[src/verilog/sws_defs.vh]
`ifndef SWS_DEFS_VH
`define SWS_DEFS_VH
// Host command codes
`define SWS_CMD_BLOCK_READ 8'h50
`define SWS_CMD_SEARCH 8'h11
`define SWS_CMD_FULL_SEQ 8'h57
// Result bytes
`define SWS_RES_OK 8'hAA
`define SWS_RES_BAD_PARAM 8'h77
`define SWS_RES_BR_COMM 8'h22
`define SWS_RES_NO_PRESENCE 8'h33
`define SWS_RES_NOT_FOUND 8'h00
`define SWS_RES_FS_COMM 8'h00
`define SWS_RES_FS_HW 8'h22
`define SWS_RES_FS_SEQ 8'h33
`define SWS_RES_FS_DISABLED 8'h88
// Bytes sent on the line
`define SWS_NODE_SELECT 8'h55
`define SWS_CMD_START 8'h66
`define SWS_RELEASE 8'hAA
// Limits and lengths
`define SWS_MAX_FETCH 8'h7E
`define SWS_MAX_PAYLOAD 8'h74
`define SWS_MAX_REPLY 8'h7C
`define SWS_LAST_BIT 6'h3F
`define SWS_ID_LAST_BYTE 8'h07
`define SWS_FS_START_IDX 8'h08
`define SWS_FS_LEN_IDX 8'h09
`define SWS_BR_REQ_LEN 8'h01
`define SWS_SR_REQ_LEN 8'h02
`define SWS_FS_HDR_LEN 8'h09
`define SWS_SR_OK_LEN 8'h0A
`define SWS_FAIL_LEN 8'h01
`define SWS_SR_FLAG_IDX 8'h08
`define SWS_HDR_LAST 8'h02
// Search parameter bits
`define SWS_P_LINE_RESET 0
`define SWS_P_SKIP_PRES 1
`define SWS_P_RESTART 2
`define SWS_P_UPPER 7:3
// Line primitive operations
`define SWS_OP_RESET 2'h0
`define SWS_OP_WRITE 2'h1
`define SWS_OP_READ 2'h2
`define SWS_OP_TRIPLET 2'h3
// CRC16, reflected form
`define SWS_CRC_POLY 16'hA001
`define SWS_CRC_INIT 16'h0000
// Buffer positions
`define SWS_RSP_LEN_POS 7'h00
`define SWS_RSP_RES_POS 7'h01
`define SWS_RSP_DATA_POS 7'h02
`define SWS_RSP_REPLY_POS 7'h03
`define SWS_REQ_ID_POS 7'h02
// APB byte addresses
`define SWS_A_CMD 8'h00
`define SWS_A_REQ_PTR 8'h04
`define SWS_A_REQ_DATA 8'h08
`define SWS_A_RSP_PTR 8'h0C
`define SWS_A_RSP_DATA 8'h10
`define SWS_A_STATUS 8'h14
`define SWS_A_CONFIG 8'h18
// Config: bit 0 overdrive, bit 1 enable
`define SWS_CFG_RESET 2'h2
`define SWS_CFG_OVD 0
`define SWS_CFG_EN 1
// Timing
`define SWS_SPU_STEP_MS 2
`define SWS_CLK_KHZ 25000
`endif

[src/verilog/sws_byte_buf.v]
module sws_byte_buf #(
	parameter DEPTH = 128,
	parameter AW = 7
) (
	input wire clk,
	input wire we,
	input wire [AW-1:0] waddr,
	input wire [7:0] wdata,
	input wire [AW-1:0] raddr,
	output wire [7:0] rdata
);
	// Flip-flop storage, no reset: contents only matter once written
	reg [7:0] mem [0:DEPTH-1];

	always @(posedge clk) begin
		if (we) begin
			mem[waddr] <= wdata;
		end
	end

	assign rdata = mem[raddr];
endmodule

[src/verilog/sws_engine.v]
`include "sws_defs.vh"
module sws_engine #(
	parameter DEPTH = 128,
	parameter AW = 7,
	parameter STEP_W = 16,
	parameter HOLD_STEP_CYCLES = `SWS_SPU_STEP_MS * `SWS_CLK_KHZ
) (
	input wire REF_CLK,
	input wire RST_B,
	input wire PSEL,
	input wire PENABLE,
	input wire PWRITE,
	input wire [7:0] PADDR,
	input wire [31:0] PWDATA,
	output reg [31:0] PRDATA,
	output wire PREADY,
	output reg PSLVERR,
	output reg LINE_REQ,
	output reg [1:0] LINE_OP,
	output reg [7:0] LINE_TX,
	input wire LINE_DONE,
	input wire [7:0] LINE_RX,
	input wire LINE_PRESENT,
	input wire LINE_FAULT,
	output wire LINE_OVERDRIVE,
	output reg STRONG_PULLUP
);
	localparam S_IDLE = 5'h00, S_LD = 5'h01, S_WAIT = 5'h02, S_FIN0 = 5'h03;
	localparam S_FIN1 = 5'h04, S_BR_GO = 5'h05, S_BR_DAT = 5'h06;
	localparam S_SR_GO = 5'h07, S_SR_PRES = 5'h08, S_SR_CMD = 5'h09;
	localparam S_SR_BIT = 5'h0A, S_SR_CHK = 5'h0B, S_SR_END = 5'h0C;
	localparam S_SR_OUT = 5'h0D, S_FS_GO = 5'h0E, S_FS_SEL = 5'h0F;
	localparam S_FS_TX = 5'h10, S_FS_RXC = 5'h11, S_CRC = 5'h12;
	localparam S_FS_HOLD = 5'h13, S_FS_DUM = 5'h14, S_FS_RLEN = 5'h15;
	localparam S_FS_RDAT = 5'h16;
	localparam integer STEP_LAST_FULL = HOLD_STEP_CYCLES - 1;
	localparam [STEP_W-1:0] STEP_LAST = STEP_LAST_FULL[STEP_W-1:0];

	reg [4:0] state, ret;
	reg [7:0] cmd, hdr0, hdr1, hdr2, idx, rcap, rlen, crc_lo;
	reg [7:0] rsp_len, res_code, err_code, unit_cnt;
	reg [15:0] crc;
	reg [63:0] node_id;
	reg [6:0] last_disc, last_zero;
	reg [5:0] bitn;
	reg [STEP_W-1:0] step_cnt;
	reg pres, sub, phase2, no_more, busy;
	reg rsp_we;
	reg [AW-1:0] rsp_wa;
	reg [7:0] rsp_wd;
	reg start;
	reg [7:0] start_code;
	reg [AW-1:0] req_ptr, rsp_ptr;
	reg [1:0] cfg;
	reg req_we;
	reg [AW-1:0] req_wa;
	reg [7:0] req_wd;
	wire [AW-1:0] req_ra;
	wire [7:0] req_rd, rsp_rd;
	wire [7:0] plen;
	wire [7:0] fs_last;
	wire [7:0] fs_byte;
	wire [6:0] pos;
	wire cand;
	wire id_bit, cmp_bit;
	wire apb_setup, apb_acc;

	function [15:0] crc16_byte;
		input [15:0] c;
		input [7:0] d;
		integer i;
		reg [15:0] x;
		begin
			x = c ^ {8'h00, d};
			for (i = 0; i < 8; i = i + 1) begin
				x = x[0] ? ((x >> 1) ^ `SWS_CRC_POLY) : (x >> 1);
			end
			crc16_byte = x;
		end
	endfunction

	function addr_mapped;
		input [7:0] a;
		begin
			addr_mapped = (a == `SWS_A_CMD) || (a == `SWS_A_REQ_PTR) ||
				(a == `SWS_A_REQ_DATA) || (a == `SWS_A_RSP_PTR) ||
				(a == `SWS_A_RSP_DATA) || (a == `SWS_A_STATUS) ||
				(a == `SWS_A_CONFIG);
		end
	endfunction

	sws_byte_buf #(.DEPTH(DEPTH), .AW(AW)) u_req (
		.clk(REF_CLK),
		.we(req_we),
		.waddr(req_wa),
		.wdata(req_wd),
		.raddr(req_ra),
		.rdata(req_rd)
	);

	sws_byte_buf #(.DEPTH(DEPTH), .AW(AW)) u_rsp (
		.clk(REF_CLK),
		.we(rsp_we),
		.waddr(rsp_wa),
		.wdata(rsp_wd),
		.raddr(rsp_ptr),
		.rdata(rsp_rd)
	);

	assign apb_setup = PSEL & ~PENABLE;
	assign apb_acc = PSEL & PENABLE;
	// Zero wait states: read data is fetched in the setup cycle
	assign PREADY = 1'b1;
	assign LINE_OVERDRIVE = cfg[`SWS_CFG_OVD];

	assign req_ra = (state == S_FS_TX && idx < `SWS_FS_START_IDX) ?
		(idx[AW-1:0] + `SWS_REQ_ID_POS) : idx[AW-1:0];
	assign plen = hdr0 - `SWS_FS_HDR_LEN;
	assign fs_last = `SWS_FS_LEN_IDX + plen;
	// Id, start code, length, payload; the select byte goes out before, from S_FS_SEL
	assign fs_byte = (idx == `SWS_FS_START_IDX) ? `SWS_CMD_START :
		(idx == `SWS_FS_LEN_IDX) ? plen : req_rd;
	assign pos = {1'b0, bitn} + 7'h01;
	assign cand = (pos < last_disc) ? node_id[bitn] : (pos == last_disc);
	assign id_bit = rcap[0];
	assign cmp_bit = rcap[1];

	always @(posedge REF_CLK) begin
		if (!RST_B) begin
			PRDATA <= 32'h00000000;
			PSLVERR <= 1'b0;
			start <= 1'b0;
			start_code <= 8'h00;
			req_ptr <= {AW{1'b0}};
			rsp_ptr <= {AW{1'b0}};
			cfg <= `SWS_CFG_RESET;
			req_we <= 1'b0;
			req_wa <= {AW{1'b0}};
			req_wd <= 8'h00;
		end else begin
			start <= 1'b0;
			req_we <= 1'b0;
			if (apb_setup) begin
				PSLVERR <= ~addr_mapped(PADDR);
				if (PWRITE) begin
					PRDATA <= 32'h00000000;
				end else if (PADDR == `SWS_A_REQ_PTR) begin
					PRDATA <= {{(32-AW){1'b0}}, req_ptr};
				end else if (PADDR == `SWS_A_RSP_PTR) begin
					PRDATA <= {{(32-AW){1'b0}}, rsp_ptr};
				end else if (PADDR == `SWS_A_RSP_DATA) begin
					PRDATA <= {24'h000000, rsp_rd};
				end else if (PADDR == `SWS_A_STATUS) begin
					PRDATA <= {8'h00, rsp_len, res_code, 7'h00, busy | start};
				end else if (PADDR == `SWS_A_CONFIG) begin
					PRDATA <= {30'h00000000, cfg};
				end else begin
					PRDATA <= 32'h00000000;
				end
			end
			if (apb_acc && PWRITE) begin
				// Command and request data writes are dropped while a command runs
				if (PADDR == `SWS_A_CMD && !busy) begin
					start <= 1'b1;
					start_code <= PWDATA[7:0];
				end else if (PADDR == `SWS_A_REQ_PTR) begin
					req_ptr <= PWDATA[AW-1:0];
				end else if (PADDR == `SWS_A_REQ_DATA && !busy) begin
					req_we <= 1'b1;
					req_wa <= req_ptr;
					req_wd <= PWDATA[7:0];
					req_ptr <= req_ptr + 1'b1;
				end else if (PADDR == `SWS_A_RSP_PTR) begin
					rsp_ptr <= PWDATA[AW-1:0];
				end else if (PADDR == `SWS_A_CONFIG) begin
					cfg <= PWDATA[1:0];
				end
			end else if (apb_acc && PADDR == `SWS_A_RSP_DATA) begin
				rsp_ptr <= rsp_ptr + 1'b1;
			end
		end
	end

	task issue;
		input [1:0] op;
		input [7:0] tx;
		input [4:0] back;
		begin
			LINE_REQ <= 1'b1;
			LINE_OP <= op;
			LINE_TX <= tx;
			ret <= back;
			state <= S_WAIT;
		end
	endtask

	task finish;
		input [7:0] len;
		input [7:0] code;
		begin
			rsp_len <= len;
			res_code <= code;
			state <= S_FIN0;
		end
	endtask

	task put_rsp;
		input [AW-1:0] a;
		input [7:0] d;
		begin
			rsp_we <= 1'b1;
			rsp_wa <= a;
			rsp_wd <= d;
		end
	endtask

	always @(posedge REF_CLK) begin
		if (!RST_B) begin
			state <= S_IDLE;
			ret <= S_IDLE;
			cmd <= 8'h00;
			hdr0 <= 8'h00;
			hdr1 <= 8'h00;
			hdr2 <= 8'h00;
			idx <= 8'h00;
			rcap <= 8'h00;
			rlen <= 8'h00;
			crc_lo <= 8'h00;
			rsp_len <= 8'h00;
			res_code <= 8'h00;
			err_code <= 8'h00;
			unit_cnt <= 8'h00;
			crc <= `SWS_CRC_INIT;
			node_id <= 64'h0000000000000000;
			last_disc <= 7'h00;
			last_zero <= 7'h00;
			bitn <= 6'h00;
			step_cnt <= {STEP_W{1'b0}};
			pres <= 1'b0;
			sub <= 1'b0;
			phase2 <= 1'b0;
			no_more <= 1'b0;
			busy <= 1'b0;
			rsp_we <= 1'b0;
			rsp_wa <= {AW{1'b0}};
			rsp_wd <= 8'h00;
			LINE_REQ <= 1'b0;
			LINE_OP <= `SWS_OP_RESET;
			LINE_TX <= 8'h00;
			STRONG_PULLUP <= 1'b0;
		end else begin
			LINE_REQ <= 1'b0;
			rsp_we <= 1'b0;
			case (state)
			S_IDLE: begin
				if (start) begin
					busy <= 1'b1;
					cmd <= start_code;
					idx <= 8'h00;
					state <= S_LD;
				end
			end
			S_LD: begin
				idx <= idx + 8'h01;
				if (idx == 8'h00) begin
					hdr0 <= req_rd;
				end else if (idx == 8'h01) begin
					hdr1 <= req_rd;
				end else begin
					hdr2 <= req_rd;
				end
				if (idx == `SWS_HDR_LAST) begin
					if (cmd == `SWS_CMD_BLOCK_READ) begin
						err_code <= `SWS_RES_BR_COMM;
						state <= S_BR_GO;
					end else if (cmd == `SWS_CMD_SEARCH) begin
						err_code <= `SWS_RES_NOT_FOUND;
						state <= S_SR_GO;
					end else if (cmd == `SWS_CMD_FULL_SEQ) begin
						err_code <= `SWS_RES_FS_HW;
						state <= S_FS_GO;
					end else begin
						finish(`SWS_FAIL_LEN, `SWS_RES_BAD_PARAM);
					end
				end
			end
			S_WAIT: begin
				if (LINE_DONE) begin
					rcap <= LINE_RX;
					pres <= LINE_PRESENT;
					if (LINE_FAULT) begin
						STRONG_PULLUP <= 1'b0;
						finish(`SWS_FAIL_LEN, err_code);
					end else begin
						state <= ret;
					end
				end
			end
			S_FIN0: begin
				put_rsp(`SWS_RSP_LEN_POS, rsp_len);
				state <= S_FIN1;
			end
			S_FIN1: begin
				put_rsp(`SWS_RSP_RES_POS, res_code);
				busy <= 1'b0;
				state <= S_IDLE;
			end
			S_BR_GO: begin
				idx <= 8'h00;
				if (hdr0 != `SWS_BR_REQ_LEN || hdr1 == 8'h00 ||
					hdr1 > `SWS_MAX_FETCH) begin
					finish(`SWS_FAIL_LEN, `SWS_RES_BAD_PARAM);
				end else begin
					issue(`SWS_OP_READ, 8'h00, S_BR_DAT);
				end
			end
			S_BR_DAT: begin
				put_rsp(`SWS_RSP_DATA_POS + idx[AW-1:0], rcap);
				idx <= idx + 8'h01;
				if (idx + 8'h01 == hdr1) begin
					finish(hdr1 + 8'h01, `SWS_RES_OK);
				end else begin
					issue(`SWS_OP_READ, 8'h00, S_BR_DAT);
				end
			end
			S_SR_GO: begin
				if (hdr1[`SWS_P_RESTART]) begin
					last_disc <= 7'h00;
					no_more <= 1'b0;
				end
				if (hdr0 != `SWS_SR_REQ_LEN || hdr1[`SWS_P_UPPER] != 5'h00) begin
					finish(`SWS_FAIL_LEN, `SWS_RES_BAD_PARAM);
				end else if (no_more && !hdr1[`SWS_P_RESTART]) begin
					finish(`SWS_FAIL_LEN, `SWS_RES_NOT_FOUND);
				end else if (hdr1[`SWS_P_LINE_RESET]) begin
					issue(`SWS_OP_RESET, 8'h00, S_SR_PRES);
				end else begin
					state <= S_SR_CMD;
				end
			end
			S_SR_PRES: begin
				if (!pres && !hdr1[`SWS_P_SKIP_PRES]) begin
					finish(`SWS_FAIL_LEN, `SWS_RES_NO_PRESENCE);
				end else begin
					state <= S_SR_CMD;
				end
			end
			S_SR_CMD: begin
				bitn <= 6'h00;
				last_zero <= 7'h00;
				issue(`SWS_OP_WRITE, hdr2, S_SR_BIT);
			end
			S_SR_BIT: begin
				issue(`SWS_OP_TRIPLET, {7'h00, cand}, S_SR_CHK);
			end
			S_SR_CHK: begin
				// Bit and complement decide the path
				if (id_bit && cmp_bit) begin
					last_disc <= 7'h00;
					no_more <= 1'b0;
					finish(`SWS_FAIL_LEN, `SWS_RES_NOT_FOUND);
				end else begin
					node_id[bitn] <= rcap[2];
					if (!id_bit && !cmp_bit && !rcap[2]) begin
						last_zero <= pos;
					end
					bitn <= bitn + 6'h01;
					state <= (bitn == `SWS_LAST_BIT) ? S_SR_END : S_SR_BIT;
				end
			end
			S_SR_END: begin
				last_disc <= last_zero;
				// Final node when no branch remains
				no_more <= (last_zero == 7'h00);
				idx <= 8'h00;
				state <= S_SR_OUT;
			end
			S_SR_OUT: begin
				idx <= idx + 8'h01;
				if (idx == `SWS_SR_FLAG_IDX) begin
					put_rsp(`SWS_RSP_DATA_POS + idx[AW-1:0], {7'h00, no_more});
					finish(`SWS_SR_OK_LEN, `SWS_RES_OK);
				end else begin
					put_rsp(`SWS_RSP_DATA_POS + idx[AW-1:0],
						node_id[idx[2:0]*8 +: 8]);
				end
			end
			S_FS_GO: begin
				idx <= 8'h00;
				phase2 <= 1'b0;
				crc <= `SWS_CRC_INIT;
				if (!cfg[`SWS_CFG_EN]) begin
					finish(`SWS_FAIL_LEN, `SWS_RES_FS_DISABLED);
				end else if (hdr0 <= `SWS_FS_HDR_LEN || plen > `SWS_MAX_PAYLOAD) begin
					finish(`SWS_FAIL_LEN, `SWS_RES_FS_SEQ);
				end else begin
					issue(`SWS_OP_RESET, 8'h00, S_FS_SEL);
				end
			end
			S_FS_SEL: begin
				issue(`SWS_OP_WRITE, `SWS_NODE_SELECT, S_FS_TX);
			end
			S_FS_TX: begin
				idx <= idx + 8'h01;
				if (idx >= `SWS_FS_START_IDX) begin
					crc <= crc16_byte(crc, fs_byte);
				end
				issue(`SWS_OP_WRITE, fs_byte,
					(idx == fs_last) ? S_FS_RXC : S_FS_TX);
			end
			S_FS_RXC: begin
				sub <= 1'b0;
				issue(`SWS_OP_READ, 8'h00, S_CRC);
			end
			S_CRC: begin
				if (!sub) begin
					crc_lo <= rcap;
					sub <= 1'b1;
					issue(`SWS_OP_READ, 8'h00, S_CRC);
				end else if ({rcap, crc_lo} != ~crc) begin
					finish(`SWS_FAIL_LEN, `SWS_RES_FS_COMM);
				end else if (!phase2) begin
					STRONG_PULLUP <= 1'b1;
					unit_cnt <= 8'h00;
					step_cnt <= {STEP_W{1'b0}};
					issue(`SWS_OP_WRITE, `SWS_RELEASE, S_FS_HOLD);
				end else begin
					finish(rlen + 8'h02, `SWS_RES_OK);
				end
			end
			S_FS_HOLD: begin
				if (unit_cnt == hdr1) begin
					STRONG_PULLUP <= 1'b0;
					issue(`SWS_OP_READ, 8'h00, S_FS_DUM);
				end else if (step_cnt == STEP_LAST) begin
					step_cnt <= {STEP_W{1'b0}};
					unit_cnt <= unit_cnt + 8'h01;
				end else begin
					step_cnt <= step_cnt + 1'b1;
				end
			end
			S_FS_DUM: begin
				issue(`SWS_OP_READ, 8'h00, S_FS_RLEN);
			end
			S_FS_RLEN: begin
				rlen <= rcap;
				idx <= 8'h00;
				phase2 <= 1'b1;
				sub <= 1'b0;
				crc <= crc16_byte(`SWS_CRC_INIT, rcap);
				put_rsp(`SWS_RSP_DATA_POS, rcap);
				if (rcap == 8'h00 || rcap > `SWS_MAX_REPLY) begin
					finish(`SWS_FAIL_LEN, `SWS_RES_FS_SEQ);
				end else begin
					issue(`SWS_OP_READ, 8'h00, S_FS_RDAT);
				end
			end
			S_FS_RDAT: begin
				put_rsp(`SWS_RSP_REPLY_POS + idx[AW-1:0], rcap);
				crc <= crc16_byte(crc, rcap);
				idx <= idx + 8'h01;
				issue(`SWS_OP_READ, 8'h00,
					(idx + 8'h01 == rlen) ? S_CRC : S_FS_RDAT);
			end
			default: begin
				state <= S_IDLE;
			end
			endcase
		end
	end
endmodule

[config.mk]
export PLATFORM = sky130hd
export DESIGN_NAME = sws_engine
export DESIGN_NICKNAME = d
export VERILOG_FILES = /design/src/verilog/sws_byte_buf.v /design/src/verilog/sws_engine.v
export VERILOG_INCLUDE_DIRS = /design/src /design/src/verilog
export SDC_FILE = /design/constraint.sdc
export NUM_CORES = 2
export LEC_CHECK = 0
export BUFFER_PORTS_ARGS = -buffer_cell sky130_fd_sc_hd__buf_2
export CAP_MARGIN = 10
export CORE_UTILIZATION = 38
export CTS_BUF_LIST = sky130_fd_sc_hd__clkbuf_4
export CTS_CLUSTER_SIZE = 14
export DETAILED_ROUTE_END_ITERATION = 7
export GPL_ROUTABILITY_DRIVEN = 0
export GPL_TIMING_DRIVEN = 0
export PLACE_DENSITY = 0.59
export SLEW_MARGIN = 25
export SYNTH_ARGS = -nofsm -noshare
export SYNTH_HDL_FRONTEND = slang
export SYNTH_SLANG_ARGS = --single-unit
[constraint.sdc]
create_clock -name REF_CLK -period 10.8 [get_ports REF_CLK]
set_input_delay 0.54 -clock REF_CLK [delete_from_list [all_inputs] [get_ports REF_CLK]]
set_output_delay 0.54 -clock REF_CLK [all_outputs]
set_load 0.05 [all_outputs]
==> Word-level counts from Yosys, hierarchy flattened <==
Memories as Yosys holds them, arrays and structs flattened. A register that Yosys moved wholly into a read port is not among the register bits.
Cells that the tools add are included.
{ "totals": {"ram_bits": 2048, "output_inout_bits": 47, "inputBits": 56, "n_memories": 2, "word_cells": 504, "ff_bits": 329} }
{ "memory_table": {"columns": ["memory", "depth", "word_bits", "rd", "rd_ports_with_merged_regs", "write_ports", "line_no", "source"], "rows": [
  ["u_req.mem", 128, 8, 1, 0, 1, "sws_byte_buf.v:13", "reg [7:0] mem [0:DEPTH-1];"],
  ["u_rsp.mem", 128, 8, 1, 1, 1, "sws_byte_buf.v:13", null]
]} }
{ "classes": {"n_lt_le_gt_ge": 9, "n_reduce_logical": 92, "muxes": 218, "shift": 1, "bitwise": 42, "n_addsub": 13, "eq_ne": 85} }
{ "op_table": {"columns": ["operator", "count"], "rows": [
  ["8-bit 2-to-1 mux", 62],
  ["16-bit 2-to-1 mux", 30],
  ["8-bit one-hot mux with 11 select lines", 2],
  ["32-bit 2-to-1 mux", 5],
  ["7-bit 2-to-1 mux", 15],
  ["8-bit one-hot mux with 12 select lines", 1],
  ["5-bit 2-to-1 mux", 18],
  ["5-bit one-hot mux with 16 select lines", 1],
  ["5-bit one-hot mux with 14 select lines", 1],
  ["2-bit inverter with 3-bit output", 23],
  ["2-bit inequality test, second input constant", 34],
  ["64-bit bitwise mux", 1],
  ["16-bit one-hot mux with 4 select lines", 1],
  ["64-bit by 7-bit indexed part select with 8-bit output", 1],
  ["5-bit by 4-bit equality test with 1-bit output, second input constant", 8],
  ["1-bit 2-to-1 mux", 40],
  ["12-bit AND reduction", 3],
  ["5-bit equality test, second input constant", 7],
  ["7-bit one-hot mux with 5 select lines", 1],
  ["8-bit by 4-bit equality test with 1-bit output, second input constant", 4],
  ["8-bit by 5-bit equality test with 1-bit output, second input constant", 4],
  ["8-bit equality test", 4],
  ["8-bit zero test", 4],
  ["4-bit 2-to-1 mux", 8],
  ["79 further kinds", 182]
]} }

==> Logic depth before layout (Yosys ltp) <==
An unclocked memory read counts as a cell.
{ "logic_depth": {"ltp_word": 25, "depth_mapped": 24, "mapped_depth_nobuf": 17} }

==> Cells and area by module <==
A second synthesis with hierarchy kept.
{ "unflattened": {"hier_cells": 5433, "hier_area_um2": 96420.0} }
{ "modules_own_cells": {"columns": ["mod", "seq_area_each_um2", "area_each_um2", "n_inst", "cells_per_inst"], "rows": [
  ["sws_byte_buf at u_req", 30749.5, 39496.6, 1, 1626],
  ["sws_byte_buf at u_rsp", 30749.5, 39462.8, 1, 1620],
  ["sws_engine", 6125.9, 17460.5, 1, 2187]
]} }

==> Least setup slack after synthesis <==
No wires, ideal clock.
{ "synth_path": {"kind": "register -> register", "start": "register idx[1]", "end": "register crc[15]", "path_buffers": 8, "slack_ns": 5.196, "period_less_slack_ns": 5.604, "setup_ns": 0.145, "t_arrival_ns": 5.459, "required_time_ns": 10.655, "stages_incl_launch_ff": 24, "cell_sequence": "dfxtp_1 > clkbuf_1 > inv_1 > buf_1 > clkbuf_1 > ha_1 > nor2b_1 > and4_1 > nor2_1 > buf_2 > buf_2 > buf_2 > clkbuf_1 > buf_1 > mux4_2 > a32oi_1 > a21oi_1 > a2111oi_2 > o21ai_1 > o2111ai_2 > xor2_1 > xnor3_1 > a221oi_2 > a211oi_2"} }
{ "synth_between": {"elab_chain_len": 18, "word_cells_on_any_way": 30, "cone_classes": "add/sub: 1; order compare: 2; eq/ne: 3; mux: 13; bitwise: 8; reduce/logical: 2; memory: 1"} }
{ "synth_rtl": {"columns": ["element", "line_no", "source"], "rows": [
  ["start: declaration", "sws_engine.v:40", "reg [7:0] cmd, hdr0, hdr1, hdr2, idx, rcap, rlen, crc_lo;"],
  ["start signal: assignment", "sws_engine.v:264", "idx <= idx + 8'h01;"],
  ["start signal: assignment", "sws_engine.v:319", "idx <= idx + 8'h01;"],
  ["start signal: assignment", "sws_engine.v:379", "idx <= idx + 8'h01;"],
  ["8-bit by 4-bit less-than comparator with 1-bit output (no source line)", null, null],
  ["1-bit logical AND (no source line)", null, null],
  ["7-bit 2-to-1 mux", "sws_engine.v:116", "assign req_ra = (state == S_FS_TX && idx < `SWS_FS_START_IDX) ?"],
  ["memory 128 x 8 bit", null, null],
  ["8-bit 2-to-1 mux", "sws_engine.v:122", "(idx == `SWS_FS_LEN_IDX) ? plen : req_rd;"],
  ["8-bit 2-to-1 mux", "sws_engine.v:121", "assign fs_byte = (idx == `SWS_FS_START_IDX) ? `SWS_CMD_START :"],
  ["16-bit by 8-bit bitwise XOR with 16-bit output", "sws_engine.v:74", "x = c ^ {8'h00, d};"],
  ["16-bit 2-to-1 mux or 2-bit inverter with 3-bit output (tied branches) (6 in a row)", null, null],
  ["2-bit inverter with 3-bit output (no source line) or 16-bit 2-to-1 mux (tied branches)", null, null],
  ["16-bit 2-to-1 mux (2 in a row)", "sws_engine.v:76", "x = x[0] ? ((x >> 1) ^ `SWS_CRC_POLY) : (x >> 1);"],
  ["16-bit 2-to-1 mux", "sws_engine.v:405", "if (idx >= `SWS_FS_START_IDX) begin"],
  ["16-bit one-hot mux with 4 select lines", "sws_engine.v:254", "case (state)"],
  ["end signal: assignment", "sws_engine.v:391", "crc <= `SWS_CRC_INIT;"],
  ["end signal: assignment", "sws_engine.v:406", "crc <= crc16_byte(crc, fs_byte);"],
  ["end signal: assignment", "sws_engine.v:450", "crc <= crc16_byte(`SWS_CRC_INIT, rcap);"],
  ["end: declaration", "sws_engine.v:42", "reg [15:0] crc;"]
]} }
Parallel ways exist; a longest one is shown, timed or not. The select of a mux whose other input is x is not followed.
A chain may end at the register's enable or synchronous reset.

==> Final worst setup path <==
Ends and elaborated chain as after synthesis.

==> results.yml <==
power_and_ir_drop:
  p_sw_mw: 4.333
  power_frac_comb: 0.038
  leakagePower_nw: 36.07
  vdd_ir_drop_max_v: 0.00008389
  switching_share: 0.2356
  power_frac_seq: 0.532
  intPower_mw: 14.06
  p_per_area_nw_per_um2: 163.6
  p_clk_frac: 0.431
sta:
  fin_crit_sh: 1.042
  hold_viol: 0
  finalClockSkew_ps: 151.6
  clock.fmax_mhz: 88.90
  layout_setup_ws_ps: -449.0
  worst_slew_pin_slew_ps: 1285
  setup_viol: 3
  drv_slew: 0
  whs_ps: 107.7
  period_needed_ps: 11250
  relSlewSlack: 0.1365
  rsz0062_at_grt: "false"
floorplan:
  die-area_sq_um: 259700
  row_count: 185
  io_pins: 103
  fp.coreArea_sq_um: 255100
  dieHeight_um: 509.6
  initial_core_util: 0.3838
  die_w_um: 509.6
synth:
  synth_area_sq_um: 97910
  yosysMostFrequentCell: "edfxtp_1"
  synth_top_area_share: 0.6281
  yosys-top-cells-count: "2048 x edfxtp_1, 783 x nand2_1, 598 x nor2_1, 376 x mux4_2"
  synth_compound_area_frac: 0.06424
  seq_area_frac_synth: 0.6921
  synth-xor-area-share: 0.01472
  synth_top_family_by_area: "multiplexers"
  synthMuxAreaShare: 0.1135
  ys.flop_type: "edfxtp_1"
  ys_async_sr_fraction: 0
  yosys-top-cells-area: "edfxtp_1 63%, mux4_2 8.6%, dfxtp_1 6.4%"
  avgSynthCellArea_sq_um: 14.71
  yosys.area.top_type: "edfxtp_1"
  synthCells: 6656
  synthSimpleGateAreaFrac: 0.09006
  ys.warnings.count: 0
  synth-edff-count: 2048
  ys_types: 100
  ys_ff_latch: 2361
  synth_fa_ha_area_frac: 0.004728
finish:
  multiInputGateArea_sq_um: 28440
  final_layout_size_suffix_gt1_frac: 0.2241
  finalNetCount: 7561
  seq_area_sq_um: 67830
  stdcell_area_sq_um: 112500
  syn2layout_area_growth_pct: 14.86
  num-fill-cells: 23023
flow_run:
  cap_violations: 0
detailed_routing:
  drt_iter0_drc: 11643
  vias_per_cell: 6.126
  post-route-drc-count: 15
  wl_per_cell_um: 32.06
  dr.pass1.iters: 8
  totalWireLength_mm: 360.9
  ant_nets: 0
  vias: 68952
clock_network:
  clk_pin_slew_worst_paths_ps: 70
  cts_root_buf: "clkbuf_4"
  cts_resized: 0
  numCtsBuffers: 613
  htree_levels: 6
  cts_tree: "yes"
  clock-sinks: 2361
  clk_latency_ps: 1450
  ctsLongestPathBuffers: 4
grt:
  grt_max_degree: 78
  track_usage: 0.2719
  antenna_found_initial: 22
  grt_pass1_wl_mm: 495.6
  grt_pass1_vias: 66310
  grt_overflow_total: 0
hold_path:
  hold_path_class: "input port to flip-flop"
place:
  dp_slack_ps: 445.5
  dp_hpwl_mm: 241.8
  dpl_cell_area_sq_um: 104000
  port_buffers: 68
worst_setup_path:
  worst_setup_path_start_kind: "flip-flop"
  critPathKind: "flip-flop to flip-flop"
  crit_fanout: 13
  critPathRequiredTime_ps: 11970
  cp-end-kind: "flip-flop"
  crit_arrival_ps: 12420
run_status:
  violations: "design-rule violations, negative setup slack"
  status: "finished with violations"
[layout by cell type, fill, tap and decap left out, types with 172 or more instances in the layout]
| master | Yosys | routed |
|---|---|---|
| mux4_2 | 376 | 376 |
| clkbuf_4 | 0 | 883 |
| clkbuf_1 | 284 | 222 |
| a21oi_1 | 301 | 301 |
| nand2_1 | 783 | 779 |
| o21ai_0 | 173 | 172 |
| dfxtp_1 | 313 | 297 |
| nand3_1 | 313 | 313 |
| mux2i_1 | 249 | 248 |
| nor2_1 | 598 | 553 |
| edfxtp_1 | 2048 | 2048 |
[critical path, stage by stage, from the launching register on]
cell and delay [ps]:
dfxtp_1 360, clkbuf_1 280, inv_1 280, buf_1 870, clkbuf_1 850, ha_1 430, nor2b_1 170, and4_1 350
nor2_4 600, buf_2 660, buf_2 660, clkbuf_1 890, clkbuf_1 1000, o21ai_0 370, a41oi_1 520, nand3_1 220
a21oi_1 780, a21oi_2 240, xnor2_1 320, xnor3_2 320, xnor3_1 440, a221oi_2 290, a211oi_2 70
[final timing paths]
check / from / endpoint / slack (ps) / cells past startpoint
max: idx[1] / crc[15] / -450 / 22
min: PWDATA[7] / start_code[7] / 110 / 4
max reg2reg: idx[1] / crc[15] / -450 / 22
min reg2reg: step_cnt[1] / step_cnt[1] / 480 / 2
[layer usage]
layer,GRT usage,part of all wire,vias up
met5,0.002741,0.00092,-
met4,0.1612,0.066,28
met3,0.09571,0.14,1252
met2,0.3977,0.43,5478
met1,0.3472,0.36,34485
li1,-,-,27709
[power groups by stage]
stage          clock network, mW  logic [mW]  registers, mW
2_1_floorplan                  0       0.354           9.97
3_3_place_gp                   0       0.622           9.98
3_5_place_dp                   0       0.641           9.97
5_1_grt                     8.40       0.700           9.77
6_report                    7.92       0.698           9.78
4_1_cts                     7.94       0.655           9.78
[through the flow]
step                power, mW  TNS, ps    util  cells
detailed placement      10.62        0  0.4077  10149
global route            18.87        0  0.4408  11246
CTS                     18.37        0  0.4403  11238
floorplan               10.33        0       -   6663
finish                  18.39   -924.2  0.4409  11256
global placement        10.60    -6601  0.4018  10097
[state kept, by name, summed over array words and instances, names as in the netlist, 16 cells and up, named ones only]
name,cells
node_id,64
PRDATA,20
u_rsp.mem,1024
u_req.mem,1024
step_cnt,16
crc,16
[kinds of logic (layout without fill, tap and decap cells)]
logic type	Yosys count	after routing
flops	2361	2361
mux	637	637
compound gates	971	971
other cells	2	22
fa+ha+maj	37	37
xor+xnor	157	157
buf+inv	468	1682
simple gates	2023	2023
[area by class of cell]
type,count,area share
sequential,2361,0.6031
multi-input combinational,3834,0.2529
clock buffer,883,0.05895
tap,3366,0.03745
timing repair buffer,190,0.01895
buffer,424,0.01750
clock inverter,141,0.009424
inverter,44,0.001469
antenna,13,0.0002893
[timing repair]
| item | in CTS | in global routing |
|---|---|---|
| hold endpoints to repair | 109 | 0 |
| setup buffers | 0 | 0 |
| hold buffers | 65 | 0 |
Note: power is estimated with default switching activity, not from simulation.
